<file path="src/core/tws_pkg.sv">
package tws_pkg;
    localparam logic [7:0] ADR_TASK = 8'h00;
    localparam logic [7:0] ADR_EVENT = 8'h04;
    localparam logic [7:0] ADR_ENABLE = 8'h08;
    localparam logic [7:0] ADR_CONFIG = 8'h0c;
    localparam logic [7:0] ADR_LISTEN0 = 8'h10;
    localparam logic [7:0] ADR_LISTEN1 = 8'h14;
    localparam logic [7:0] ADR_FILL = 8'h18;
    localparam logic [7:0] ADR_TX_PTR = 8'h1c;
    localparam logic [7:0] ADR_TX_MAX = 8'h20;
    localparam logic [7:0] ADR_TX_AMT = 8'h24;
    localparam logic [7:0] ADR_RX_PTR = 8'h28;
    localparam logic [7:0] ADR_RX_MAX = 8'h2c;
    localparam logic [7:0] ADR_RX_AMT = 8'h30;
    localparam int TSK_PTX = 0;
    localparam int TSK_PRX = 1;
    localparam int TSK_HALT = 2;
    localparam int EV_W = 6;
    localparam int EV_STOP = 0;
    localparam int EV_RXB = 1;
    localparam int EV_TXB = 2;
    localparam int EV_READ = 3;
    localparam int EV_WRITE = 4;
    localparam int EV_ERR = 5;
    localparam int CFG_W = 2;
    localparam int CFG_A0 = 0;
    localparam int CFG_A1 = 1;
    localparam int EN_W = 4;
    localparam logic [EN_W-1:0] EN_ON = 4'h9;
    localparam logic [EN_W-1:0] EN_RST = 4'h0;
    localparam logic [CFG_W-1:0] CFG_RST = 2'h1;
    localparam logic [6:0] LISTEN_RST = 7'h00;
    localparam logic [7:0] FILL_RST = 8'h00;
    localparam logic [3:0] BYTE_BITS = 4'h8;
    localparam logic [3:0] LAST_BIT = 4'h7;
    localparam logic BUS_IDLE = 1'b1;

    typedef enum logic [3:0] {
        ST_IDLE, ST_ADDR, ST_AACK, ST_TXWAIT, ST_TXLOAD, ST_TXBITS, ST_TXACK,
        ST_TXEND, ST_RXWAIT, ST_RXBITS, ST_RXSTORE, ST_RXACK, ST_HALT
    } tws_state_t;

    typedef struct packed {
        logic req;
        logic we;
        logic [31:0] addr;
        logic [7:0] wdata;
    } tws_dma_t;

    typedef struct packed {
        logic scl;
        logic sda;
        logic rise;
        logic fall;
        logic start;
        logic stop;
    } tws_line_t;
endpackage

</file>
<file path="src/core/tws_line.sv">
`timescale 1ns/100ps
`default_nettype none
module tws_line (
    input wire logic clk_i,
    input wire logic rst_i,
    input wire logic scl_i,
    input wire logic sda_i,
    output var tws_pkg::tws_line_t line_o
);
    import tws_pkg::*;

    logic scl_m_reg, scl_s_reg, scl_d_reg;
    logic sda_m_reg, sda_s_reg, sda_d_reg;

    // Idle-high reset so no false start at release
    always_ff @(posedge clk_i) begin
        if (rst_i) begin
            scl_m_reg <= BUS_IDLE;
            scl_s_reg <= BUS_IDLE;
            scl_d_reg <= BUS_IDLE;
            sda_m_reg <= BUS_IDLE;
            sda_s_reg <= BUS_IDLE;
            sda_d_reg <= BUS_IDLE;
        end else begin
            scl_m_reg <= scl_i;
            scl_s_reg <= scl_m_reg;
            scl_d_reg <= scl_s_reg;
            sda_m_reg <= sda_i;
            sda_s_reg <= sda_m_reg;
            sda_d_reg <= sda_s_reg;
        end
    end

    assign line_o.scl = scl_s_reg;
    assign line_o.sda = sda_s_reg;
    assign line_o.rise = scl_s_reg & ~scl_d_reg;
    assign line_o.fall = ~scl_s_reg & scl_d_reg;
    assign line_o.start = scl_s_reg & scl_d_reg & ~sda_s_reg & sda_d_reg;
    assign line_o.stop = scl_s_reg & scl_d_reg & sda_s_reg & ~sda_d_reg;
endmodule // tws_line
`default_nettype wire

</file>
<file path="src/core/tws_top.sv">
`timescale 1ns/100ps
`default_nettype none
module tws_top #(
    parameter int CNT_W = 16
) (
    input wire logic clk_i,
    input wire logic rst_i,
    input wire logic cyc_i,
    input wire logic stb_i,
    input wire logic we_i,
    input wire logic [7:0] adr_i,
    input wire logic [3:0] sel_i,
    input wire logic [31:0] dat_i,
    output logic [31:0] dat_o,
    output logic ack_o,
    input wire logic scl_i,
    output logic scl_o,
    output logic scl_oe_o,
    input wire logic sda_i,
    output logic sda_o,
    output logic sda_oe_o,
    output var tws_pkg::tws_dma_t mem_o,
    input wire logic [7:0] mem_rdata_i,
    input wire logic mem_ack_i,
    output logic lowpower_o
);
    import tws_pkg::*;

    tws_line_t ln;
    tws_state_t st_reg, st_next;
    logic [EN_W-1:0] en_reg;
    logic [CFG_W-1:0] cfg_reg;
    logic [6:0] adr0_reg, adr1_reg;
    logic [7:0] orc_reg, sh_reg, sh_next, dma_wd_reg;
    logic [31:0] txp_reg, rxp_reg, ptr_reg, ptr_next;
    logic [CNT_W-1:0] txm_reg, rxm_reg, max_reg, max_next;
    logic [CNT_W-1:0] txa_reg, txa_next, rxa_reg, rxa_next;
    logic [EV_W-1:0] ev_reg, ev_set, ev_clr;
    logic [3:0] cnt_reg, cnt_next;
    logic rd_reg, rd_next, nack_reg, nack_next, sda_reg, sda_next;
    logic hold_reg, prep_tx_reg, prep_rx_reg, clr_tx, clr_rx;
    logic ack_reg, dma_busy_reg, dma_go, dma_we_reg;
    logic [31:0] dma_adr, dma_adr_reg, rdat_reg, rd_mux, wmask, merged;

    tws_line u_line (
        .clk_i(clk_i),
        .rst_i(rst_i),
        .scl_i(scl_i),
        .sda_i(sda_i),
        .line_o(ln)
    );

    // Wishbone decode
    wire req = cyc_i & stb_i;
    wire wr_now = req & we_i & ack_reg;
    wire rd_cap = req & ~ack_reg;
    wire enabled = (en_reg == EN_ON);
    wire hit_task = wr_now & (adr_i == ADR_TASK) & sel_i[0];
    wire task_ptx = hit_task & dat_i[TSK_PTX];
    wire task_prx = hit_task & dat_i[TSK_PRX];
    wire task_halt = hit_task & dat_i[TSK_HALT];
    assign wmask = {{8{sel_i[3]}}, {8{sel_i[2]}}, {8{sel_i[1]}}, {8{sel_i[0]}}};
    assign merged = (rd_mux & ~wmask) | (dat_i & wmask);
    assign ev_clr = (wr_now & (adr_i == ADR_EVENT)) ? merged[EV_W-1:0] : '0;

    // Prepared flags deliberately absent from readback
    assign rd_mux =
        (adr_i == ADR_EVENT) ? 32'(ev_reg) :
        (adr_i == ADR_ENABLE) ? 32'(en_reg) :
        (adr_i == ADR_CONFIG) ? 32'(cfg_reg) :
        (adr_i == ADR_LISTEN0) ? 32'(adr0_reg) :
        (adr_i == ADR_LISTEN1) ? 32'(adr1_reg) :
        (adr_i == ADR_FILL) ? 32'(orc_reg) :
        (adr_i == ADR_TX_PTR) ? txp_reg :
        (adr_i == ADR_TX_MAX) ? 32'(txm_reg) :
        (adr_i == ADR_TX_AMT) ? 32'(txa_reg) :
        (adr_i == ADR_RX_PTR) ? rxp_reg :
        (adr_i == ADR_RX_MAX) ? 32'(rxm_reg) :
        (adr_i == ADR_RX_AMT) ? 32'(rxa_reg) : 32'h0000_0000;

    assign ack_o = ack_reg;
    assign dat_o = rdat_reg;

    // Bus-side decode
    wire [6:0] adr_seen = sh_reg[7:1];
    wire addr_hit = (cfg_reg[CFG_A0] & (adr_seen == adr0_reg))
                  | (cfg_reg[CFG_A1] & (adr_seen == adr1_reg));
    wire in_xfer = (st_reg != ST_IDLE) & (st_reg != ST_HALT);
    wire restart = ln.start & ~dma_busy_reg & (st_reg != ST_HALT);
    wire stop_seen = ln.stop & in_xfer;
    wire free = enabled & ~task_halt & ~stop_seen & ~restart;
    wire dma_done = dma_busy_reg & mem_ack_i;
    wire tx_room = txa_reg < max_reg;
    wire rx_room = rxa_reg < max_reg;
    assign dma_adr = ptr_reg + 32'(rd_reg ? txa_reg : rxa_reg);
    wire stretch_next = enabled & ((st_next == ST_TXWAIT) | (st_next == ST_TXLOAD)
                      | (st_next == ST_RXWAIT) | (st_next == ST_RXSTORE));

    // Open-drain: only ever pull low
    assign scl_o = 1'b0;
    assign sda_o = 1'b0;
    assign scl_oe_o = hold_reg;
    assign sda_oe_o = sda_reg;
    assign lowpower_o = (st_reg == ST_IDLE);
    assign mem_o = '{req: dma_busy_reg, we: dma_we_reg, addr: dma_adr_reg,
                     wdata: dma_wd_reg};

    always_comb begin
        st_next = st_reg;
        cnt_next = cnt_reg;
        sh_next = sh_reg;
        rd_next = rd_reg;
        ptr_next = ptr_reg;
        max_next = max_reg;
        txa_next = txa_reg;
        rxa_next = rxa_reg;
        sda_next = sda_reg;
        nack_next = nack_reg;
        ev_set = '0;
        clr_tx = 1'b0;
        clr_rx = 1'b0;
        dma_go = 1'b0;
        if (!enabled) begin
            st_next = ST_IDLE;
            sda_next = 1'b0;
        end else if (task_halt) begin
            st_next = ST_HALT;
            sda_next = 1'b0;
        end else if (stop_seen) begin
            sda_next = 1'b0;
            st_next = (st_reg == ST_ADDR) ? ST_IDLE : ST_HALT;
        end else if (restart) begin
            st_next = ST_ADDR;
            cnt_next = '0;
            sda_next = 1'b0;
        end else begin
            case (st_reg)
                ST_ADDR: begin
                    if (ln.rise) begin
                        sh_next = {sh_reg[6:0], ln.sda};
                        cnt_next = cnt_reg + 4'h1;
                    end else if (ln.fall && cnt_reg == BYTE_BITS) begin
                        if (addr_hit) begin
                            st_next = ST_AACK;
                            sda_next = 1'b1;
                            rd_next = sh_reg[0];
                            ev_set[EV_READ] = sh_reg[0];
                            ev_set[EV_WRITE] = ~sh_reg[0];
                        end else begin
                            st_next = ST_IDLE;
                        end
                    end
                end
                ST_AACK: begin
                    if (ln.fall) begin
                        sda_next = 1'b0;
                        st_next = rd_reg ? ST_TXWAIT : ST_RXWAIT;
                    end
                end
                ST_TXWAIT: begin
                    if (prep_tx_reg) begin
                        clr_tx = 1'b1;
                        ev_set[EV_TXB] = 1'b1;
                        ptr_next = txp_reg;
                        max_next = txm_reg;
                        txa_next = '0;
                        st_next = ST_TXLOAD;
                    end
                end
                ST_TXLOAD: begin
                    if (!tx_room) begin
                        sh_next = orc_reg;
                        ev_set[EV_ERR] = 1'b1;
                        cnt_next = '0;
                        sda_next = ~orc_reg[7];
                        st_next = ST_TXBITS;
                    end else if (dma_done) begin
                        sh_next = mem_rdata_i;
                        txa_next = txa_reg + 1'b1;
                        cnt_next = '0;
                        sda_next = ~mem_rdata_i[7];
                        st_next = ST_TXBITS;
                    end else if (!dma_busy_reg) begin
                        dma_go = 1'b1;
                    end
                end
                ST_TXBITS: begin
                    if (ln.fall) begin
                        cnt_next = cnt_reg + 4'h1;
                        if (cnt_reg == LAST_BIT) begin
                            sda_next = 1'b0;
                            st_next = ST_TXACK;
                        end else begin
                            sh_next = {sh_reg[6:0], 1'b0};
                            sda_next = ~sh_reg[6];
                        end
                    end
                end
                ST_TXACK: begin
                    if (ln.rise) begin
                        nack_next = ln.sda;
                    end else if (ln.fall) begin
                        st_next = nack_reg ? ST_TXEND : ST_TXLOAD;
                    end
                end
                ST_RXWAIT: begin
                    if (prep_rx_reg) begin
                        clr_rx = 1'b1;
                        ev_set[EV_RXB] = 1'b1;
                        ptr_next = rxp_reg;
                        max_next = rxm_reg;
                        rxa_next = '0;
                        cnt_next = '0;
                        st_next = ST_RXBITS;
                    end
                end
                ST_RXBITS: begin
                    if (ln.rise) begin
                        sh_next = {sh_reg[6:0], ln.sda};
                        cnt_next = cnt_reg + 4'h1;
                    end else if (ln.fall && cnt_reg == BYTE_BITS) begin
                        st_next = ST_RXSTORE;
                    end
                end
                ST_RXSTORE: begin
                    if (!rx_room) begin
                        ev_set[EV_ERR] = 1'b1;
                        sda_next = 1'b0;
                        st_next = ST_RXACK;
                    end else if (dma_done) begin
                        rxa_next = rxa_reg + 1'b1;
                        sda_next = 1'b1;
                        st_next = ST_RXACK;
                    end else if (!dma_busy_reg) begin
                        dma_go = 1'b1;
                    end
                end
                ST_RXACK: begin
                    if (ln.fall) begin
                        sda_next = 1'b0;
                        cnt_next = '0;
                        st_next = ST_RXBITS;
                    end
                end
                ST_HALT: begin
                    sda_next = 1'b0;
                    // Buffers stay owned by the DMA until the last access ends
                    if (!dma_busy_reg) begin
                        ev_set[EV_STOP] = 1'b1;
                        clr_tx = rd_reg;
                        clr_rx = ~rd_reg;
                        st_next = ST_IDLE;
                    end
                end
                default: begin
                    st_next = st_reg;
                end
            endcase
        end
    end

    // Only reset and software writes touch settings; nothing else changes them
    always_ff @(posedge clk_i) begin
        if (rst_i) begin
            en_reg <= EN_RST;
            cfg_reg <= CFG_RST;
            adr0_reg <= LISTEN_RST;
            adr1_reg <= LISTEN_RST;
            orc_reg <= FILL_RST;
            txp_reg <= '0;
            rxp_reg <= '0;
            txm_reg <= '0;
            rxm_reg <= '0;
        end else if (wr_now) begin
            if (adr_i == ADR_ENABLE) en_reg <= merged[EN_W-1:0];
            if (adr_i == ADR_CONFIG) cfg_reg <= merged[CFG_W-1:0];
            if (adr_i == ADR_LISTEN0) adr0_reg <= merged[6:0];
            if (adr_i == ADR_LISTEN1) adr1_reg <= merged[6:0];
            if (adr_i == ADR_FILL) orc_reg <= merged[7:0];
            if (adr_i == ADR_TX_PTR) txp_reg <= merged;
            if (adr_i == ADR_RX_PTR) rxp_reg <= merged;
            if (adr_i == ADR_TX_MAX) txm_reg <= merged[CNT_W-1:0];
            if (adr_i == ADR_RX_MAX) rxm_reg <= merged[CNT_W-1:0];
        end
    end

    always_ff @(posedge clk_i) begin
        if (rst_i) begin
            ack_reg <= 1'b0;
            rdat_reg <= '0;
        end else begin
            ack_reg <= rd_cap;
            if (rd_cap) rdat_reg <= rd_mux;
        end
    end

    // Set wins over clear for every flag
    always_ff @(posedge clk_i) begin
        if (rst_i) begin
            ev_reg <= '0;
            prep_tx_reg <= 1'b0;
            prep_rx_reg <= 1'b0;
        end else begin
            ev_reg <= (ev_reg & ~ev_clr) | ev_set;
            prep_tx_reg <= task_ptx | (prep_tx_reg & ~clr_tx);
            prep_rx_reg <= task_prx | (prep_rx_reg & ~clr_rx);
        end
    end

    always_ff @(posedge clk_i) begin
        if (rst_i) begin
            dma_busy_reg <= 1'b0;
            dma_we_reg <= 1'b0;
            dma_adr_reg <= '0;
            dma_wd_reg <= '0;
        end else if (dma_go) begin
            dma_busy_reg <= 1'b1;
            dma_we_reg <= ~rd_reg;
            dma_adr_reg <= dma_adr;
            dma_wd_reg <= sh_reg;
        end else if (mem_ack_i) begin
            dma_busy_reg <= 1'b0;
        end
    end

    // Stretch is registered, so it lands a few clocks after SCL falls
    always_ff @(posedge clk_i) begin
        if (rst_i) begin
            st_reg <= ST_IDLE;
            cnt_reg <= '0;
            sh_reg <= '0;
            rd_reg <= 1'b0;
            ptr_reg <= '0;
            max_reg <= '0;
            txa_reg <= '0;
            rxa_reg <= '0;
            sda_reg <= 1'b0;
            nack_reg <= 1'b0;
            hold_reg <= 1'b0;
        end else begin
            st_reg <= st_next;
            cnt_reg <= cnt_next;
            sh_reg <= sh_next;
            rd_reg <= rd_next;
            ptr_reg <= ptr_next;
            max_reg <= max_next;
            txa_reg <= txa_next;
            rxa_reg <= rxa_next;
            sda_reg <= sda_next;
            nack_reg <= nack_next;
            hold_reg <= stretch_next;
        end
    end
endmodule // tws_top
`default_nettype wire

</file>
<file path="config.mk">
export PLATFORM = sky130hd
export DESIGN_NAME = tws_top
export DESIGN_NICKNAME = d
export VERILOG_FILES = /design/src/core/tws_pkg.sv /design/src/core/tws_line.sv /design/src/core/tws_top.sv
export SDC_FILE = /design/constraint.sdc
export NUM_CORES = 1
export LEC_CHECK = 0
export ABC_CLOCK_PERIOD_IN_PS = 4160
export BUFFER_PORTS_ARGS = -buffer_cell sky130_fd_sc_hd__buf_2
export CORE_MARGIN = 8
export CORE_UTILIZATION = 31
export CTS_BUF_LIST = sky130_fd_sc_hd__clkbuf_16
export CTS_CLUSTER_SIZE = 24
export DETAILED_ROUTE_END_ITERATION = 8
export HOLD_SLACK_MARGIN = 0.12
export SLEW_MARGIN = 0
export SYNTH_ARGS = -nofsm -noshare
export SYNTH_HDL_FRONTEND = slang
export SYNTH_SLANG_ARGS = --single-unit
</file>
<file path="constraint.sdc">
create_clock -name clk_i -period 4.16 [get_ports clk_i]
set_input_delay 0.832 -clock clk_i [delete_from_list [all_inputs] [get_ports clk_i]]
set_output_delay 0.832 -clock clk_i [all_outputs]
set_load 0.02 [all_outputs]
</file>
==> out/metrics.cfg <==
[outcome]
status = finished clean

[synth]
ys_seq_elements = 313
synth_seq_area_share_pct = 37.8
synth_top_area_share_pct = 37.8
ys_top_cells_by_count = 313 x dfxtp_1, 280 x nand2_1, 236 x nor2_1
synth-edff-count = 0
synth_ff_type = dfxtp_1
synth_warnings = 0
netlist_area_mm2 = 0.0166
synthTopCellsByArea = dfxtp_1 38%, nand2_1 6.3%, mux2i_1 5.5%
yosysTopAreaCell = dfxtp_1
async_flop_share_pct = 0
synth.distinct_cells = 87
synth.most_common_cell = dfxtp_1
netlist_instances = 2052
avgSynthCellArea_um2 = 8.09

[floorplanning]
core_area_mm2 = 0.0534
die_h_um = 247
die_x_um = 247
ioPinCount = 140
fp.dieArea_mm2 = 0.0612
rows = 85
start_util_pct = 31.1

[finish]
fill_cells = 5549
drive_above_1_share_pct = 14.4
multi_input_area_mm2 = 0.00956
register_area_mm2 = 0.00627
layout.nets = 2262
syn_to_final_growth_pct = 15.9

[worst_setup_path]
cp-startpoint = rd_reg
cp_top_family = compound AO/OA/AOI/OAI gates
cp_data_arrival_time_ns = 4.20
crit_cells = 10
required_ns = 4.59
path_buf_inv = 0
crit_type = register to register
crit_fanout = 13
r2r-start = rd_reg
critPathCaptureType = register
r2r_end = dma_adr_reg[21]
cp-start-kind = register
r2r_slack_ns = 0.40
cp_slowest_cell = dfxtp_1
rr_worst_depth = 10
cp_cell_sequence = mux2_2, ha_1, or3_1, nand2b_1, o211ai_1, o21ai_0, a221oi_2, nor2_1, xnor2_1, a211oi_1
endpoint = dma_adr_reg[21]
crit_path_max_incr_delay_ns = 0.65

[drt]
dr_wl_met2_um = 26600
vias_per_cell = 5.40
wire_per_inst_um = 19.9
routed.top_layer = met5
wl_met3_um = 3720
drc_errors = 0
wirelength_um = 57100
drtIter0Drc = 1465
ant_nets = 0
drt-met1-wl_um = 25100
vias = 15500
first_pass_iters = 8

[sta]
min_period_over_period_pct = 90.4
worstMarginPinSlew_ns = 0.995
setup_violations = 0
relSlewSlack_pct = 33.5
final-hold-violation-count = 0
rsz0062_at_grt = false
final.min_clock_period_ns = 3.76
setup_slack_ns = 0.399
timing.fmax_mhz = 266
fin_setup_tns_ns = 0
fin_skew_ns = 0.0233
slew_viol_final = 0

[hold_path]
hold_path.class = register to register

[cts]
postCtsSetupRepairBufs = 0
cts_tree = yes
htree_levels = 2
cts_root_buffer = clkbuf_16
cts_buffers = 35
clock-sinks = 313
holdBufCountCts = 0
clk_path_buf_depth = 3
clock_latency_ns = 0.54
ctsResizeCount = 0
clkTransAtPathRegs_ns = 0.06

[power]
power_density_mw_per_mm2 = 326
power_w = 0.00626
ir_drop_mv = 0.241
power.leakage_nw = 6.91

[global_routing]
grtUsageTotal_pct = 18.0
antenna_found_initial = 3
grt_overflow = 0
grt_pass1_vias = 15100
grt_pass1_wl_um = 87700
grt_max_degree = 113

[job]
max_cap_violations = 0

[placement]
port-buffer-count = 137
dp_hpwl_um = 42400
place_congestion = 0.942
place_ws_ns = 0.417

-- power breakdown --
| group | internal (W) | total, W | leakage [nW] | switching [W] |
|---|---|---|---|---|
| sequential | 0.00302 | 0.00303 | 2.53 | 0.0000121 |
| clock | 0.00163 | 0.00291 | 0.540 | 0.00128 |
| combinational | 0.0000979 | 0.000322 | 3.84 | 0.000224 |
| total | 0.00475 | 0.00626 | 6.91 | 0.00152 |
-- per-layer routing --
metal  vias up  global-route usage, %
li1       7499                      -
met1      7369                   24.0
met2       534                   29.5
met3        99                   2.79
met4         2                   6.18
met5         -                      0
-- cells in the final DEF, fill, tap and decap left out, types with 32 or more instances in the layout --
cell	count
nand3b_1	32
nand2_1	280
ha_1	50
dfxtp_1	313
nor2_1	233
clkbuf_16	36
o21ai_0	72
buf_4	60
a211oi_1	96
xnor2_1	42
buf_2	136
a21oi_1	176
nand3_1	45
inv_1	63
mux2i_1	92
-- how the worst min path moves through the flow --
| stage | end | slack (ns) | cells past startpoint | from |
|---|---|---|---|---|
| finish | u_line.sda_s_reg | 0.40 | 1 | u_line.sda_m_reg |
| global route | u_line.scl_s_reg | 0.43 | 1 | u_line.scl_m_reg |
| CTS | u_line.sda_s_reg | 0.41 | 1 | u_line.sda_m_reg |
| detailed placement | u_line.sda_s_reg | 0.39 | 1 | u_line.sda_m_reg |
| global placement | u_line.sda_s_reg | 0.39 | 1 | u_line.sda_m_reg |
| floorplan | u_line.scl_s_reg | 0.39 | 1 | u_line.scl_m_reg |
-- logic make-up after synthesis --
kind of cell / after synthesis / share of synthesized area, %
other cells: 1 / 0.0226
buf+inv: 200 / 4.86
flops: 313 / 37.8
fa+ha+maj: 51 / 3.89
mux: 111 / 6.84
compound gates: 545 / 21.6
simple gates: 770 / 21.8
xor+xnor: 61 / 3.22
-- final cells by class --
cell class / count / share of cell area [%]
clock inverter: 24 / 0.748
inverter: 58 / 1.13
timing repair buffer: 203 / 6.58
sequential: 313 / 32.6
tap: 696 / 4.53
antenna: 2 / 0.0260
clock buffer: 36 / 4.68
multi-input combinational: 1540 / 49.7
-- per-stage QoR --
step	utilization, %	instance area (um^2)	hold slack (ns)	std cells
5_1_grt	36.0	19200	0.430	2870
4_1_cts	36.0	19200	0.405	2870
3_5_place_dp	34.1	18200	0.393	2810
6_report	36.0	19200	0.404	2872
3_3_place_gp	34.1	18200	0.392	2810
2_1_floorplan	-	16600	0.389	2053
Note: power is estimated with default switching activity, not from simulation.
